<file path="config.mk">
export PLATFORM = sky130hd
export DESIGN_NAME = pldrm_top
export DESIGN_NICKNAME = d
export VERILOG_FILES = /design/src/rtl/pldrm_pkg.sv /design/src/rtl/pldrm_top.sv /design/src/rtl/pldrm_sync.sv /design/src/rtl/pldrm_flop.sv
export VERILOG_INCLUDE_DIRS = /design/src /design/src/rtl
export SDC_FILE = /design/constraint.sdc
export NUM_CORES = 1
export LEC_CHECK = 0
export BUFFER_PORTS_ARGS = -buffer_cell sky130_fd_sc_hd__clkbuf_2
export CAP_MARGIN = 30
export CORE_AREA = 2 2 129 131
export CTS_CLUSTER_DIAMETER = 60
export DETAILED_ROUTE_END_ITERATION = 12
export DIE_AREA = 0 0 131 133
export PLACE_DENSITY_LB_ADDON = 0.25
export SKIP_CTS_REPAIR_TIMING = 1
export SLEW_MARGIN = 10
export SYNTH_ARGS = -nofsm -noshare
export SYNTH_HDL_FRONTEND = slang
export SYNTH_SLANG_ARGS = --single-unit
export TNS_END_PERCENT = 100
</file>
<file path="constraint.sdc">
create_clock -name core_clk -period 8.65 [get_ports core_clk]
set_clock_uncertainty 0.2 [all_clocks]
set_input_delay 1.73 -clock core_clk [delete_from_list [all_inputs] [get_ports core_clk]]
set_output_delay 1.73 -clock core_clk [all_outputs]
set_load 0.1 [all_outputs]
</file>
<file path="src/rtl/pldrm_defs.svh">
// Operation
// - Each flip-flop is set separately as D-type or T-type.
// - T-type mode plus array logic builds JK and SR behaviour.
// - Each flip-flop clocks from its own term or the clock pin.
// - Two flip-flops per output cell, twenty registers in all.
// - Each register has its own sum, reset and clock term.
// - Every register feeds back; every I/O pin keeps its input path.
// - Each I/O pin output enable comes from its own term.
// - Compatibility mode: all D-type, all clocked by product term.
// - One synchronous preset acts on all twenty registers.
// - Each flip-flop's reset term clears it at once.
// - With security fuse set, configuration reads back all ones.
// - Power-up clears every register low; pins follow polarity.
// - Preload: clock pulse loads pin level into the selected register.
`ifndef PLDRM_DEFS_SVH
`define PLDRM_DEFS_SVH

`define PLDRM_NUM_FF       20
`define PLDRM_NUM_CELL     10
`define PLDRM_ADDR_W       8

`define PLDRM_OFS_CTRL     8'h00
`define PLDRM_OFS_TTYPE    8'h04
`define PLDRM_OFS_PINCLK   8'h08
`define PLDRM_OFS_POL      8'h0C
`define PLDRM_OFS_STATE    8'h10
`define PLDRM_OFS_PINS     8'h14

`define PLDRM_CTRL_COMPAT  0
`define PLDRM_CTRL_SECURE  1

`define PLDRM_RST_CTRL     2'h0
`define PLDRM_RST_TTYPE    20'h00000
`define PLDRM_RST_PINCLK   20'h00000
`define PLDRM_RST_POL      10'h000

`endif

</file>
<file path="src/rtl/pldrm_pkg.sv">
package pldrm_pkg;

	typedef enum logic {
		PLDRM_D_TYPE,
		PLDRM_T_TYPE
	} pldrm_kind_type;

	typedef enum logic {
		PLDRM_SRC_TERM,
		PLDRM_SRC_PIN
	} pldrm_src_type;

	typedef logic [19:0] pldrm_ff_vec_type;

endpackage : pldrm_pkg

</file>
<file path="src/rtl/pldrm_top.sv">
`timescale 1ns/1ns
`default_nettype none
`include "pldrm_defs.svh"

module pldrm_top (
	input  wire logic        core_clk,
	input  wire logic        rst,
	// APB slave
	input  wire logic        psel,
	input  wire logic        penable,
	input  wire logic        pwrite,
	input  wire logic [7:0]  paddr,
	input  wire logic [31:0] pwdata,
	output logic      [31:0] prdata,
	output logic             pready,
	output logic             pslverr,
	// Terms from the logic array
	input  wire logic [19:0] sum_term,
	input  wire logic [19:0] areset_term,
	input  wire logic [19:0] clk_term,
	input  wire logic [9:0]  oe_term,
	input  wire logic        sync_preset,
	// Device pins
	input  wire logic        clk_pin,
	input  wire logic        preload_mode,
	input  wire logic        preload_sel,
	input  wire logic [9:0]  io_in,
	output logic      [9:0]  io_out,
	output logic      [9:0]  io_oe,
	// Feedback into the array
	output logic      [19:0] ff_feedback,
	output logic      [9:0]  io_feedback
);

	// Configuration and readback masking
	function automatic logic [31:0] cfg_read(
		input logic [31:0] value,
		input logic        secure
	);
		cfg_read = secure ? 32'hFFFFFFFF : value;
	endfunction : cfg_read

	function automatic logic mapped(input logic [7:0] addr);
		mapped = (addr == `PLDRM_OFS_CTRL) || (addr == `PLDRM_OFS_TTYPE) ||
			(addr == `PLDRM_OFS_PINCLK) || (addr == `PLDRM_OFS_POL) ||
			(addr == `PLDRM_OFS_STATE) || (addr == `PLDRM_OFS_PINS);
	endfunction : mapped

	logic [1:0]  ctrl_q;
	logic [19:0] ttype_q;
	logic [19:0] pinclk_q;
	logic [9:0]  pol_q;

	logic        compat;
	logic        secure;

	assign compat = ctrl_q[`PLDRM_CTRL_COMPAT];
	assign secure = ctrl_q[`PLDRM_CTRL_SECURE];

	// Pin synchronisers
	logic [12:0] pins_raw;
	logic [12:0] pins_s;
	logic        clk_pin_s;
	logic        preload_s;
	logic        sel_s;
	logic [9:0]  io_s;

	assign pins_raw = {clk_pin, preload_mode, preload_sel, io_in};

	pldrm_sync #(
		.WIDTH(13)
	) u_pin_sync (
		.core_clk(core_clk),
		.rst     (rst),
		.d       (pins_raw),
		.q       (pins_s)
	);

	assign clk_pin_s = pins_s[12];
	assign preload_s = pins_s[11];
	assign sel_s     = pins_s[10];
	assign io_s      = pins_s[9:0];

	// Clock edge detection
	logic        clk_pin_prev_q;
	logic [19:0] term_prev_q;
	logic        pin_rise;
	logic [19:0] term_rise;

	always_ff @(posedge core_clk or posedge rst) begin
		if (rst) begin
			clk_pin_prev_q <= 1'b0;
			term_prev_q    <= 20'h00000;
		end else begin
			clk_pin_prev_q <= clk_pin_s;
			term_prev_q    <= clk_term;
		end
	end

	assign pin_rise  = clk_pin_s & ~clk_pin_prev_q;
	assign term_rise = clk_term & ~term_prev_q;

	// Twenty register flip-flops, two per output cell
	pldrm_pkg::pldrm_ff_vec_type ff_q;
	logic [19:0]                 ff_clk_en;
	logic [19:0]                 ff_load_en;
	logic [19:0]                 ff_load_val;

	pldrm_pkg::pldrm_kind_type   ff_kind [20];
	pldrm_pkg::pldrm_src_type    ff_src  [20];

	genvar gi;
	generate
		for (gi = 0; gi < `PLDRM_NUM_FF; gi++) begin : g_ff
			always_comb begin
				if (compat || !ttype_q[gi]) begin
					ff_kind[gi] = pldrm_pkg::PLDRM_D_TYPE;
				end else begin
					ff_kind[gi] = pldrm_pkg::PLDRM_T_TYPE;
				end
			end

			always_comb begin
				if (compat || !pinclk_q[gi]) begin
					ff_src[gi] = pldrm_pkg::PLDRM_SRC_TERM;
				end else begin
					ff_src[gi] = pldrm_pkg::PLDRM_SRC_PIN;
				end
			end

			// Each flop advances on its own selected edge
			assign ff_clk_en[gi] = (ff_src[gi] == pldrm_pkg::PLDRM_SRC_PIN) ?
				pin_rise : term_rise[gi];

			// Even register is #0 of its cell, odd register is #1
			assign ff_load_en[gi]  = preload_s &
				(sel_s == ((gi % 2) == 1));
			assign ff_load_val[gi] = io_s[gi / 2];

			pldrm_flop u_flop (
				.core_clk   (core_clk),
				.rst        (rst),
				.clk_en     (ff_clk_en[gi]),
				.sum_term   (sum_term[gi]),
				.areset_term(areset_term[gi]),
				.kind       (ff_kind[gi]),
				.preset     (sync_preset),
				.load_en    (ff_load_en[gi]),
				.load_val   (ff_load_val[gi]),
				.q          (ff_q[gi])
			);
		end
	endgenerate

	// Pin and feedback drivers
	always_ff @(posedge core_clk or posedge rst) begin
		if (rst) begin
			io_out <= 10'h000;
		end else begin
			for (int c = 0; c < `PLDRM_NUM_CELL; c++) begin
				io_out[c] <= ff_q[2 * c] ^ pol_q[c];
			end
		end
	end

	// Pins released during preload so they can be forced
	always_ff @(posedge core_clk or posedge rst) begin
		if (rst) begin
			io_oe <= 10'h000;
		end else if (preload_s) begin
			io_oe <= 10'h000;
		end else begin
			io_oe <= oe_term;
		end
	end

	always_ff @(posedge core_clk or posedge rst) begin
		if (rst) begin
			ff_feedback <= 20'h00000;
			io_feedback <= 10'h000;
		end else begin
			ff_feedback <= ff_q;
			io_feedback <= io_s;
		end
	end

	// APB slave: answer in the access cycle, no wait states
	logic setup_phase;
	logic access_done;
	logic wr_en;

	assign setup_phase = psel & ~penable;
	assign access_done = psel & penable & pready;
	assign wr_en       = access_done & pwrite & ~pslverr;

	always_ff @(posedge core_clk or posedge rst) begin
		if (rst) begin
			pready  <= 1'b0;
			pslverr <= 1'b0;
		end else if (setup_phase) begin
			pready  <= 1'b1;
			pslverr <= ~mapped(paddr);
		end else if (access_done) begin
			pready  <= 1'b0;
			pslverr <= 1'b0;
		end
	end

	always_ff @(posedge core_clk or posedge rst) begin
		if (rst) begin
			prdata <= 32'h00000000;
		end else if (setup_phase && !pwrite) begin
			unique case (paddr)
				`PLDRM_OFS_CTRL: begin
					prdata <= cfg_read({30'h00000000, ctrl_q}, secure);
				end
				`PLDRM_OFS_TTYPE: begin
					prdata <= cfg_read({12'h000, ttype_q}, secure);
				end
				`PLDRM_OFS_PINCLK: begin
					prdata <= cfg_read({12'h000, pinclk_q}, secure);
				end
				`PLDRM_OFS_POL: begin
					prdata <= cfg_read({22'h000000, pol_q}, secure);
				end
				`PLDRM_OFS_STATE: begin
					prdata <= {12'h000, ff_q};
				end
				`PLDRM_OFS_PINS: begin
					prdata <= {12'h000, io_oe, io_s};
				end
				default: begin
					prdata <= 32'h00000000;
				end
			endcase
		end else if (access_done) begin
			prdata <= 32'h00000000;
		end
	end

	// Security fuse sets once and locks configuration writes
	always_ff @(posedge core_clk or posedge rst) begin
		if (rst) begin
			ctrl_q <= `PLDRM_RST_CTRL;
		end else if (wr_en && paddr == `PLDRM_OFS_CTRL) begin
			if (!secure) begin
				ctrl_q[`PLDRM_CTRL_COMPAT] <= pwdata[`PLDRM_CTRL_COMPAT];
			end
			if (pwdata[`PLDRM_CTRL_SECURE]) begin
				ctrl_q[`PLDRM_CTRL_SECURE] <= 1'b1;
			end
		end
	end

	always_ff @(posedge core_clk or posedge rst) begin
		if (rst) begin
			ttype_q <= `PLDRM_RST_TTYPE;
		end else if (wr_en && !secure && paddr == `PLDRM_OFS_TTYPE) begin
			ttype_q <= pwdata[19:0];
		end
	end

	always_ff @(posedge core_clk or posedge rst) begin
		if (rst) begin
			pinclk_q <= `PLDRM_RST_PINCLK;
		end else if (wr_en && !secure && paddr == `PLDRM_OFS_PINCLK) begin
			pinclk_q <= pwdata[19:0];
		end
	end

	always_ff @(posedge core_clk or posedge rst) begin
		if (rst) begin
			pol_q <= `PLDRM_RST_POL;
		end else if (wr_en && !secure && paddr == `PLDRM_OFS_POL) begin
			pol_q <= pwdata[9:0];
		end
	end

endmodule : pldrm_top

`default_nettype wire

</file>
<file path="src/rtl/pldrm_sync.sv">
`timescale 1ns/1ns
`default_nettype none

module pldrm_sync #(
	parameter int WIDTH = 1
) (
	input  wire logic             core_clk,
	input  wire logic             rst,
	input  wire logic [WIDTH-1:0] d,
	output logic      [WIDTH-1:0] q
);

	logic [WIDTH-1:0] meta_q;

	always_ff @(posedge core_clk or posedge rst) begin
		if (rst) begin
			meta_q <= '0;
			q      <= '0;
		end else begin
			meta_q <= d;
			q      <= meta_q;
		end
	end

endmodule : pldrm_sync

`default_nettype wire

</file>
<file path="src/rtl/pldrm_flop.sv">
`timescale 1ns/1ns
`default_nettype none

module pldrm_flop (
	input  wire logic                    core_clk,
	input  wire logic                    rst,
	input  wire logic                    clk_en,
	input  wire logic                    sum_term,
	input  wire logic                    areset_term,
	input  wire pldrm_pkg::pldrm_kind_type kind,
	input  wire logic                    preset,
	input  wire logic                    load_en,
	input  wire logic                    load_val,
	output logic                         q
);

	logic state_q;

	always_ff @(posedge core_clk or posedge rst) begin
		if (rst) begin
			state_q <= 1'b0;
		end else if (areset_term) begin
			state_q <= 1'b0;
		end else if (clk_en) begin
			if (load_en) begin
				state_q <= load_val;
			end else if (preset) begin
				state_q <= 1'b1;
			end else if (kind == pldrm_pkg::PLDRM_T_TYPE) begin
				state_q <= state_q ^ sum_term;
			end else begin
				state_q <= sum_term;
			end
		end
	end

	// Reset term clears the visible value in the same cycle
	assign q = areset_term ? 1'b0 : state_q;

endmodule : pldrm_flop

`default_nettype wire

</file>
==> flow_summary.json <==
{
  "crit_path_end": "pol_q[2]",
  "core_area_sq_mm": 0.0162,
  "worstPathMaxFanout": 32,
  "path_clk_slew_ps": 70,
  "synthCells": 702,
  "place_congestion": 0.885,
  "clockBufferDepth": 2,
  "synth.most_common_cell": "dfrtp_1",
  "drive_gt1_share_pct": 31.5,
  "timing.reg2reg.setup_slack_ps": 6060,
  "ys_top_cells_by_count": "dfrtp_1, inv_1, nor2_1",
  "post-place-ws_ps": 3970,
  "rr_startpoint": "u_pin_sync.q[11]",
  "status": "finished, final reports clean",
  "antenna_found_initial": 1,
  "dieArea_sq_mm": 0.0174,
  "reg2reg_depth": 5,
  "synth_ff_type": "dfrtp_1",
  "die_w_microns": 131,
  "tns_ps": 0,
  "netlist_top_cells_area": "dfrtp_1, mux2_2, mux2_1, xor2_1, o211ai_1",
  "area_delta_synth_final_pct": 21.9,
  "worst_ep_required_time_ps": 8770,
  "cts-htree-levels": 4,
  "hold_viol_final": 0,
  "grt_max_degree": 120,
  "fmax_mhz": 235,
  "final_util_pct": 62.7,
  "ys_seq_elements": 192,
  "tightestPinTransition_ps": 902,
  "seq_area_frac_synth_pct": 57.8,
  "synth-async-reset-ratio_pct": 100,
  "crit_path_start": "paddr[2]",
  "cap_viol_max_count": 0,
  "cts_tree": "yes",
  "p_seq_share_pct": 47.0,
  "dp_hpwl_microns": 15100,
  "arrival_ps": 4370,
  "overflow": 0,
  "netSwitchingPower_mw": 0.517,
  "drv_slew": 0,
  "combPwrFrac_pct": 11.4,
  "num_rows": 47,
  "hold_path.class": "register to register",
  "routed_via_density": 5.46,
  "cts-root-buf": "clkbuf_16",
  "fp.dieH_microns": 133,
  "path_class": "primary input to register",
  "synth.top_cell.area_share_pct": 57.8,
  "synth-edff-count": 0,
  "io_buffers": 200,
  "grt_pass1_vias": 6153,
  "post-route-min-period_ps": 4260,
  "drc": 0,
  "finalPower_mw": 2.01,
  "netlist_area_sq_mm": 0.00832,
  "initial_core_util_pct": 51.4,
  "io_pins": 213,
  "syn-num-nets": 831,
  "power_frac_clock_pct": 41.6,
  "endpoint_kind": "register",
  "fin_crit_sh_pct": 49.2,
  "numCtsBuffers": 17,
  "power_density_mw_per_mm2": 199,
  "synth_warnings": 0,
  "route.vias.total": 6109,
  "fin_hold_ws_ps": 148,
  "irDropWorstVdd_mv": 0.140,
  "route.antenna.remaining_nets": 0,
  "startpoint_type": "primary input",
  "setup_viol": 0,
  "cts_num_sinks": 192,
  "drtIter0Drc": 285,
  "totalWireLength_microns": 22400,
  "p_int_mw": 1.50,
  "wl_per_cell_microns": 20.0,
  "fin_ws_ps": 4390,
  "p_leak_nw": 5.09,
  "rsz0062_at_grt": "no",
  "dr.pass1.iters": 5,
  "grt_first_pass_wirelength_microns": 34300,
  "synth_cell_types": 54,
  "clock_latency_ps": 430,
  "synth.largest_area_cell": "dfrtp_1",
  "avgSynthCellArea_sq_um": 11.8,
  "hold_depth": 0,
  "maxSlewHeadroom_pct": 39.8,
  "r2r_end": "g_ff[14].u_flop.state_q",
  "track_usage_pct": 26.7,
  "switching_share_pct": 25.7,
  "nets": 1014
}
[cell type report]
type	instances	area, sq um
sequential	192	4810
tap	220	275
clock inverter	8	151
multi-input combinational	415	3100
fill	1299	6030
timing repair buffer	212	1140
clock buffer	24	482
antenna	1	2.50
inverter	47	184
[layer usage]
layer | global-route usage, % | up-vias | share of wire (%)
met5 | 0 | - | 0
met4 | 8.81 | 0 | 2.1
met3 | 6.67 | 25 | 6.8
met2 | 42.1 | 227 | 49
met1 | 36.3 | 2995 | 42
li1 | - | 2862 | -
[metrics by stage]
step / cells / instance area (sq um)
after floorplan: 702 / 8320
after global placement: 1083 / 9430
after detailed placement: 1084 / 9450
after CTS: 1116 / 10100
after global routing: 1118 / 10100
final: 1119 / 10100
[how the worst min path moves through the flow]
stage,from,to,slack [ps]
floorplan,u_pin_sync.meta_q[0],u_pin_sync.q[0],130
global placement,u_pin_sync.meta_q[12],u_pin_sync.q[12],130
detailed placement,u_pin_sync.meta_q[11],u_pin_sync.q[11],130
CTS,u_pin_sync.meta_q[11],u_pin_sync.q[11],150
global route,u_pin_sync.meta_q[9],u_pin_sync.q[9],160
finish,u_pin_sync.meta_q[11],u_pin_sync.q[11],150
[registers in the layout (all words and copies together) (netlist names)]
| name | cells |
|---|---|
| term_prev_q | 20 |
| prdata | 21 |
| ctrl_q | 2 |
| u_pin_sync.meta_q | 13 |
| io_feedback | 10 |
| io_oe | 10 |
| ttype_q | 20 |
| pinclk_q | 20 |
| clk_pin_prev_q | 1 |
| ff_feedback | 20 |
| u_pin_sync.q | 13 |
| pready | 1 |
| pslverr | 1 |
| g_ff.u_flop.state_q | 20 |
| io_out | 10 |
| pol_q | 10 |
[logic make-up after synthesis]
| kind of cell | share of synthesized area [%] |
|---|---|
| xor+xnor | 3.26 |
| mux | 8.00 |
| simple gates | 10.2 |
| buf+inv | 5.01 |
| compound gates | 15.8 |
| flops | 57.8 |
[power groups by stage]
stage	Clock, mW	Combinational, mW	Sequential, mW
floorplan	0	0.0693	1.04
global placement	0	0.225	0.962
detailed placement	0	0.227	0.963
CTS	0.856	0.228	0.946
global route	0.898	0.245	0.948
finish	0.838	0.230	0.946
[cell usage in the layout (no fill, tap or decap), types with 5 or more instances in the layout]
cell and n:
clkbuf_2 200, dfrtp_1 191, inv_1 45, nor2_1 35, nor2b_1 32, mux2_2 28, xor2_1 28, o211ai_1 27
mux2_1 24, o21ai_0 24, a21o_1 23, nand3b_1 20, nand2_1 19, o31a_1 18, a2111oi_0 18, clkbuf_16 17
a21oi_1 16, a22oi_1 11, a211oi_1 10, buf_4 9, mux2i_1 8, nand2b_1 7, and2_1 7, o221ai_1 7
nor3_1 5, a21boi_0 5
[critical path: stages]
cell and delay (ps):
clkbuf_2 610, clkinv_1 760, nor4b_2 610, buf_4 300, mux2_2 350
Note: power is estimated with default switching activity, not from simulation.
